===== src/pkg/fault_route_map.svh =====
// Field widths, bit positions, reset values and codes of the fault router.
`ifndef FAULT_ROUTE_MAP_SVH
`define FAULT_ROUTE_MAP_SVH
`define DP_CAUSE_CODE 16'h009d
`define CAUSE_LOW_WIDTH 16
`define CAUSE_RST_VALUE 32'h0000_0000
`define ADDR_RST_VALUE 32'h0000_0000
`define CFG_HOST_CHECK_BIT 0
`define CFG_SYSERR_HOST_BIT 1
`endif


===== src/pkg/fault_route_pkg.sv =====
// Types shared by the fault router modules.
package fault_route_pkg;
  typedef enum logic [1:0] {
    ROUTE_NONE,
    ROUTE_HOST,
    ROUTE_GUEST
  } route_t;
  typedef enum logic [1:0] {
    SE_CTX_SAVE,
    SE_FETCH,
    SE_CTX_RESTORE,
    SE_OTHER
  } sys_error_kind_t;
endpackage : fault_route_pkg


===== src/pkg/route_if.sv =====
// Decision signals passed from the classifier to the recording logic.
`timescale 1ns/10ps
`default_nettype none
interface route_if;
  logic dp_host;
  logic se_valid;
  fault_route_pkg::route_t se_route;
  modport classifier (output dp_host, output se_valid, output se_route);
  modport recorder (input dp_host, input se_valid, input se_route);
endinterface : route_if
`default_nettype wire


===== src/rtl/fault_classify.sv =====
// Combinational classifier deciding where guest faults are taken.
`timescale 1ns/10ps
`default_nettype none
module fault_classify (
  input wire logic guest_mode_in,
  input wire logic tbl_fault_in,
  input wire logic tbl_host_entry_in,
  input wire logic guest_irq_in,
  input wire logic host_check_in,
  input wire logic se_in,
  input wire fault_route_pkg::sys_error_kind_t se_kind_in,
  input wire logic se_to_host_in,
  route_if.classifier rt
);
  logic se_eligible;

  always_comb begin
    // Host-delivered table interrupt in guest mode, or guest table interrupt
    // hitting a host-managed entry while host checking is on.
    rt.dp_host = tbl_fault_in && guest_mode_in &&
      (!guest_irq_in || (tbl_host_entry_in && host_check_in));
  end

  always_comb begin
    se_eligible = (se_kind_in != fault_route_pkg::SE_OTHER);
    rt.se_valid = se_in && guest_mode_in && se_eligible;
    if (!rt.se_valid) begin
      rt.se_route = fault_route_pkg::ROUTE_NONE;
    end else if (se_to_host_in) begin
      rt.se_route = fault_route_pkg::ROUTE_HOST;
    end else begin
      rt.se_route = fault_route_pkg::ROUTE_GUEST;
    end
  end
endmodule : fault_classify
`default_nettype wire


===== src/rtl/guest_fault_routing.sv =====
// Guest fault routing: decides host or guest handling and records status.
//
// Notes on behaviour
// - Table-read fault of a host table interrupt in guest mode goes to host.
// - Guest table interrupt on host entry, check bit set: goes to host.
// - That exception sets saved guest flag and cause low half to 009d.
// - The faulting table-read address is stored in the violation register.
// - Listed system error in guest mode, routing bit one: handled in host.
// - Listed system error in guest mode, routing bit zero: stays in guest.
`include "fault_route_map.svh"
`timescale 1ns/10ps
`default_nettype none
module guest_fault_routing #(
  parameter int ADDR_W = 32,
  parameter int CAUSE_W = 32
) (
  // Clock, reset and enable
  input wire logic CLK_IN,
  input wire logic RSTN_IN,
  input wire logic CE_IN,
  // Core state and configuration
  input wire logic GUEST_MODE_IN,
  input wire logic [1:0] GUEST_CONFIG_IN,
  // Table read fault report
  input wire logic TBL_FAULT_IN,
  input wire logic TBL_GUEST_IRQ_IN,
  input wire logic TBL_HOST_ENTRY_IN,
  input wire logic [ADDR_W-1:0] TBL_ADDR_IN,
  // System error report
  input wire logic SE_IN,
  input wire logic [1:0] SE_KIND_IN,
  // Routing decisions
  output logic DP_HOST_OUT,
  output logic SE_HOST_OUT,
  output logic SE_GUEST_OUT,
  // Recorded state
  output logic GUEST_MODE_FLAG_OUT,
  output logic [CAUSE_W-1:0] CAUSE_OUT,
  output logic [ADDR_W-1:0] VIOL_ADDR_OUT
);
  // --------------------------------------------------------------
  // Parameter check
  // --------------------------------------------------------------
  if (CAUSE_W < `CAUSE_LOW_WIDTH || ADDR_W < 1) begin : g_bad_width
    $error("guest_fault_routing: unsupported width");
  end

  // --------------------------------------------------------------
  // Configuration decode
  // --------------------------------------------------------------
  route_if rt ();
  logic host_entry_check_enable;
  logic sys_error_to_host;
  logic [CAUSE_W-1:0] cause_next;

  assign host_entry_check_enable = GUEST_CONFIG_IN[`CFG_HOST_CHECK_BIT];
  assign sys_error_to_host = GUEST_CONFIG_IN[`CFG_SYSERR_HOST_BIT];

  // --------------------------------------------------------------
  // Helpers
  // --------------------------------------------------------------
  function automatic logic se_kind_routed(input logic [1:0] kind);
    return fault_route_pkg::sys_error_kind_t'(kind) != fault_route_pkg::SE_OTHER;
  endfunction : se_kind_routed

  // --------------------------------------------------------------
  // Classifier
  // --------------------------------------------------------------
  fault_classify u_classify (
    .guest_mode_in(GUEST_MODE_IN),
    .tbl_fault_in(TBL_FAULT_IN),
    .tbl_host_entry_in(TBL_HOST_ENTRY_IN),
    .guest_irq_in(TBL_GUEST_IRQ_IN),
    .host_check_in(host_entry_check_enable),
    .se_in(SE_IN),
    .se_kind_in(fault_route_pkg::sys_error_kind_t'(SE_KIND_IN)),
    .se_to_host_in(sys_error_to_host),
    .rt(rt.classifier)
  );

  // --------------------------------------------------------------
  // Cause next value
  // --------------------------------------------------------------
  always_comb begin
    cause_next = CAUSE_OUT;
    cause_next[`CAUSE_LOW_WIDTH-1:0] = `DP_CAUSE_CODE;
  end

  // --------------------------------------------------------------
  // Data-protection pulse
  // --------------------------------------------------------------
  always_ff @(posedge CLK_IN or negedge RSTN_IN) begin
    if (!RSTN_IN) begin
      DP_HOST_OUT <= 1'b0;
    end else if (CE_IN) begin
      DP_HOST_OUT <= rt.dp_host;
    end
  end

  // --------------------------------------------------------------
  // System error taken in host
  // --------------------------------------------------------------
  always_ff @(posedge CLK_IN or negedge RSTN_IN) begin
    if (!RSTN_IN) begin
      SE_HOST_OUT <= 1'b0;
    end else if (CE_IN) begin
      SE_HOST_OUT <= (rt.se_route == fault_route_pkg::ROUTE_HOST);
    end
  end

  // --------------------------------------------------------------
  // System error kept in guest
  // --------------------------------------------------------------
  always_ff @(posedge CLK_IN or negedge RSTN_IN) begin
    if (!RSTN_IN) begin
      SE_GUEST_OUT <= 1'b0;
    end else if (CE_IN) begin
      SE_GUEST_OUT <= (rt.se_route == fault_route_pkg::ROUTE_GUEST);
    end
  end

  // --------------------------------------------------------------
  // Saved guest flag
  // --------------------------------------------------------------
  always_ff @(posedge CLK_IN or negedge RSTN_IN) begin
    if (!RSTN_IN) begin
      GUEST_MODE_FLAG_OUT <= 1'b0;
    end else if (CE_IN && rt.dp_host) begin
      GUEST_MODE_FLAG_OUT <= 1'b1;
    end
  end

  // --------------------------------------------------------------
  // Fault cause
  // --------------------------------------------------------------
  always_ff @(posedge CLK_IN or negedge RSTN_IN) begin
    if (!RSTN_IN) begin
      CAUSE_OUT <= CAUSE_W'(`CAUSE_RST_VALUE);
    end else if (CE_IN && rt.dp_host) begin
      CAUSE_OUT <= cause_next;
    end
  end

  // --------------------------------------------------------------
  // Violation address
  // --------------------------------------------------------------
  always_ff @(posedge CLK_IN or negedge RSTN_IN) begin
    if (!RSTN_IN) begin
      VIOL_ADDR_OUT <= ADDR_W'(`ADDR_RST_VALUE);
    end else if (CE_IN && rt.dp_host) begin
      VIOL_ADDR_OUT <= TBL_ADDR_IN;
    end
  end
endmodule : guest_fault_routing
`default_nettype wire


===== config.mk =====
export PLATFORM = sky130hd
export DESIGN_NAME = guest_fault_routing
export DESIGN_NICKNAME = d
export VERILOG_FILES = /design/src/pkg/fault_route_pkg.sv /design/src/pkg/route_if.sv /design/src/rtl/fault_classify.sv /design/src/rtl/guest_fault_routing.sv
export VERILOG_INCLUDE_DIRS = /design/src /design/src/pkg
export SDC_FILE = /design/constraint.sdc
export NUM_CORES = 1
export LEC_CHECK = 0
export BUFFER_PORTS_ARGS = -buffer_cell sky130_fd_sc_hd__buf_4
export CAP_MARGIN = 20
export CORE_ASPECT_RATIO = 0.8
export CORE_UTILIZATION = 44
export DETAILED_ROUTE_END_ITERATION = 8
export PLACE_DENSITY_LB_ADDON = 0.1
export SLEW_MARGIN = 10
export SYNTH_ARGS = -nofsm -noshare
export SYNTH_HDL_FRONTEND = slang
export SYNTH_SLANG_ARGS = --single-unit

===== constraint.sdc =====
create_clock -name CLK_IN -period 1.9 [get_ports CLK_IN]
set_clock_uncertainty 0.15 [all_clocks]
set_input_delay 0.285 -clock CLK_IN [delete_from_list [all_inputs] [get_ports CLK_IN]]
set_output_delay 0.285 -clock CLK_IN [all_outputs]
set_load 0.1 [all_outputs]

Yosys cells after proc, flatten, opt, wreduce, memory -nomap -nowiden
Cells that the tools add are included.
{"block": "totals", "regBits": 37, "input_bits": 44, "output_inout_bits": 68}
{"block": "classes", "eq_ne": 3, "mux": 2, "n_reduce_logical": 8}
{"op": "logical AND 1 bit", "count": 6}
{"op": "two-way mux 2 bit", "count": 2}
{"op": "equality test 2 x 1 -> 1 bit (second input constant)", "count": 1}
{"op": "equality test 2 bit (second input constant)", "count": 1}
{"op": "!= test 2 bit (second input constant)", "count": 1}
{"op": "logical NOT 1 bit", "count": 1}
{"op": "logical OR 1 bit", "count": 1}

Depth between registers and ports, before layout
{"block": "logic_depth", "ltp_word": 4, "ltp_mapped": 4, "ltp_nobuf": 3}

Hierarchy
A second synthesis with hierarchy kept.
{"block": "unflattened", "cells_unflattened": 122, "hier_area_um2": 1749.2}
{"module": "guest_fault_routing", "instances": 1, "cells_each": 114, "area_per_inst_um2": 1702.9, "seq_area_each_um2": 900.9}
{"module": "fault_classify", "instances": 1, "cells_each": 8, "area_per_inst_um2": 46.3, "seq_area_each_um2": 0.0}

Worst setup path before layout
Ideal clock, no wire load.
{"block": "synth_path", "path_type": "reg-to-output", "from": "register, netlist name GUEST_MODE_FLAG_OUT", "to": "output port CAUSE_OUT[0]", "arrival_time_ns": 1.401, "path_slack_ns": 0.064, "path_stages_with_launch": 2, "n_path_buf": 1, "path_cell_list": "dfrtp_1 -> buf_4"}
{"item": "to (decl)", "line": "guest_fault_routing.sv:38", "rtl": "output logic [CAUSE_W-1:0] CAUSE_OUT,"}

==> parameters.txt <==
Parameter                              Value

Run status
  Result of the run    finished clean

Detailed routing
  Antenna-violating nets left    0
  Wirelength per Cell    12.3 um
  DRC violations left    0
  Wire length after detailed routing    around 3000 um
  Number of DRC markers in iteration 0    26
  Number of detailed-route iterations in the first pass    4
  Count of vias placed by the detailed router    between 1000 and 1500
  Number of vias per cell after detailed routing    ~4.5

Clocking
  H-tree depth reported by CTS    2
  Buffer levels on the longest clock path    2
  CTS tree    built
  Root buffer cell    clkbuf_8
  Clock transition time at the flip-flop clock pins of the worst setup and hold paths    0.07 ns
  Number of clock buffers inserted by TritonCTS    5
  Count of buffers added by post-CTS timing repair for setup    0
  Hold Buf Count CTS    1
  Number of sinks driven by the clock tree    36
  Worst-Skew Late Latency    0.27 ns
  Number of gates resized after CTS    0

STA
  Setup TNS after final layout    0 ns
  Endpoints failing hold    0
  Pins Over Slew Limit    0
  Period utilisation layout    78.7%
  Post-layout minimum cycle time    around 1.5 ns
  RSZ-0062 raised after global routing    no
  Number of setup violations in the final report    0
  Max Clock Freq    669 MHz
  Worst path setup slack after routing    just over 0.4 ns

Pwr
  Worst vdd ir    slightly above 0.9 mV
  Leakage power of the design    approximately 1.1 nW
  Total power density per cell area    1580 nW/um^2
  NetSw    between 1.5 and 2 mW
  Flop pwr share    28.5%
  Sw Ratio    a little over half
  Combinational fraction of design power    roughly 56%
  Internal Dissipation    1.63 mW
  Proportion of power drawn by the clock network    approximately 16%

Cells and area
  Fraction of final layout cells sized beyond drive strength 1    between 60% and 70%
  Area used by multi-input combinational logic    533 um^2
  Post-layout net count    approximately 240
  Footprint of the flip-flops and latches    ~900 um^2
  Layout area overhead    38.8%
  Diodes inserted    0
  Number of fillers in the final layout    ~270
  Most common library cell in the layout ignoring fill and taps    buf_4
  Most frequent cells in the layout    86 x buf_4, 36 x dfrtp_1, 28 x mux2_2, 27 x conb_1, 7 x clkbuf_8
  Final core occ    between 60% and 70%

GRT
  Tot GR Track Use    about 16%
  Fraction of met1 tracks used by global routing    around a fifth
  Vias in the first global route    1103
  Gr ovfl total    0
  Initial antenna violation count    0
  Pin count of the biggest net entering global routing    37
  Wire length of the first global-routing pass    4850 um
  Routing layer with the top usage in global route    met2
  Met2 usage in global routing    between 20% and 30%
  Routing usage on met3    just under 6%

Job
  Total of max-cap violations    0

Worst hold path
  Hold crit path type    input pin to flip-flop

Floorplan
  Initial core utilization    46.6%
  I/O pin cnt    around 110
  Die height    roughly 56 um
  Standard-cell row count    19
  Die area    between 3000 and 4000 um^2
  Width of the die    ~70 um
  CORE AREA    3470 um^2

Critical path
  Endpoint type of the worst setup path    output port
  Path type of the worst setup path    flip-flop to output port
  Kind of start point of the critical path    flip-flop
  Longest individual stage delay on the worst path    approximately 0.45 ns
  Top fanout value on the critical path    7
  Crit path required time    about 1.5 ns
  Count of buffering cells on the critical path with inverters included    1
  Family with the most delay on the worst path    flip-flops
  Critical path data arrival time    1.06 ns
  Worst path slowest cell    dfrtp_1
  Cells along the critical path    buf_4

Synthesis
  Yosys reg bits    36
  Syn Inst Count    roughly 120
  Number of warning messages in the yosys log    0
  Part of the Yosys area used for sequential elements    between 50 and 60%
  Number of distinct library cell variants in the gate-level netlist after synthesis    15
  Synthesized area    1620 um^2
  Per-instance average area after synthesis    14.1 um^2

Placed design
  Port Buffer Count    84
  Post-detailed-placement half-perimeter wirelength    around 2300 um
  Gpl congestion    roughly 0.81
  Setup slack at placement    approximately 0.34 ns
cells in the mapped netlist, drive strengths merged:
library cell,instances,area share (%)
inv,2,0.46
nand3,2,0.93
a21oi,2,1.3
a21o,1,0.46
conb,1,0.23
nand2,1,0.23
a22o,2,1.1
dfrtp,36,56
buf,35,17
mux2,32,22
or2,1,0.39
state kept, by name, indices dropped and copies added, names as in the netlist:
name	cells
VIOL_ADDR_OUT	32
DP_HOST_OUT	1
GUEST_MODE_FLAG_OUT	1
SE_GUEST_OUT	1
SE_HOST_OUT	1
per-stage QoR:
stage | power (mW) | cells | cell area, um^2 | hold WS, ns
finish | 3.54 | 242 | 2250 | 0.0773
global route | 3.66 | 242 | 2250 | 0.0707
CTS | 3.58 | 242 | 2250 | 0.0710
detailed placement | 3.01 | 234 | 2140 | 0.117
global placement | 2.98 | 234 | 2140 | 0.109
floorplan | 2.64 | 141 | 1720 | -0.161
power groups by stage:
stage	Sequential (mW)	Clock [mW]	Combinational [mW]
finish	1.01	0.559	1.97
floorplan	2.19	0	0.460
global placement	1.02	0	1.97
CTS	1.01	0.579	1.98
detailed placement	1.02	0	1.98
global route	1.03	0.611	2.02
worst paths after layout:
kind | depth (start not counted) | slack [ns] | to | startpoint
max in group asynchronous | 2 | 0.94 | VIOL_ADDR_OUT[30]$_DFFE_PN0P_ | RSTN_IN
worst max-delay path | 1 | 0.41 | CAUSE_OUT[2] | GUEST_MODE_FLAG_OUT$_DFFE_PN0P_
worst min register to register | 1 | 0.34 | VIOL_ADDR_OUT[22]$_DFFE_PN0P_ | VIOL_ADDR_OUT[22]$_DFFE_PN0P_
worst min-delay path | 2 | 0.08 | VIOL_ADDR_OUT[9]$_DFFE_PN0P_ | TBL_ADDR_IN[9]
min in group asynchronous | 2 | 0.34 | VIOL_ADDR_OUT[16]$_DFFE_PN0P_ | RSTN_IN
worst max register to register | 1 | 0.88 | GUEST_MODE_FLAG_OUT$_DFFE_PN0P_ | GUEST_MODE_FLAG_OUT$_DFFE_PN0P_
final cells by class:
cell class / count / area share (%)
clock buffer: 7 / 4.29
multi-input combinational: 68 / 23.7
sequential: 36 / 40.1
timing repair buffer: 87 / 29.2
inverter: 2 / 0.334
tap: 42 / 2.34
routing by layer:
metal  vias up  part of all wire [%]
li1        494                     -
met1       527                    38
met2        66                    51
met3         3                   9.8
met4         0                  0.77
met5         -                     0
cell families after synthesis:
logic type	Yosys count	share of synthesized area, %
buffers and inverters	37	17.4
flip-flops	36	55.7
multiplexers	32	22.3
AO/OA/AOI/OAI	5	2.86
AND/OR/NAND/NOR	4	1.55
other	1	0.232
Note: power is estimated with default switching activity, not from simulation.
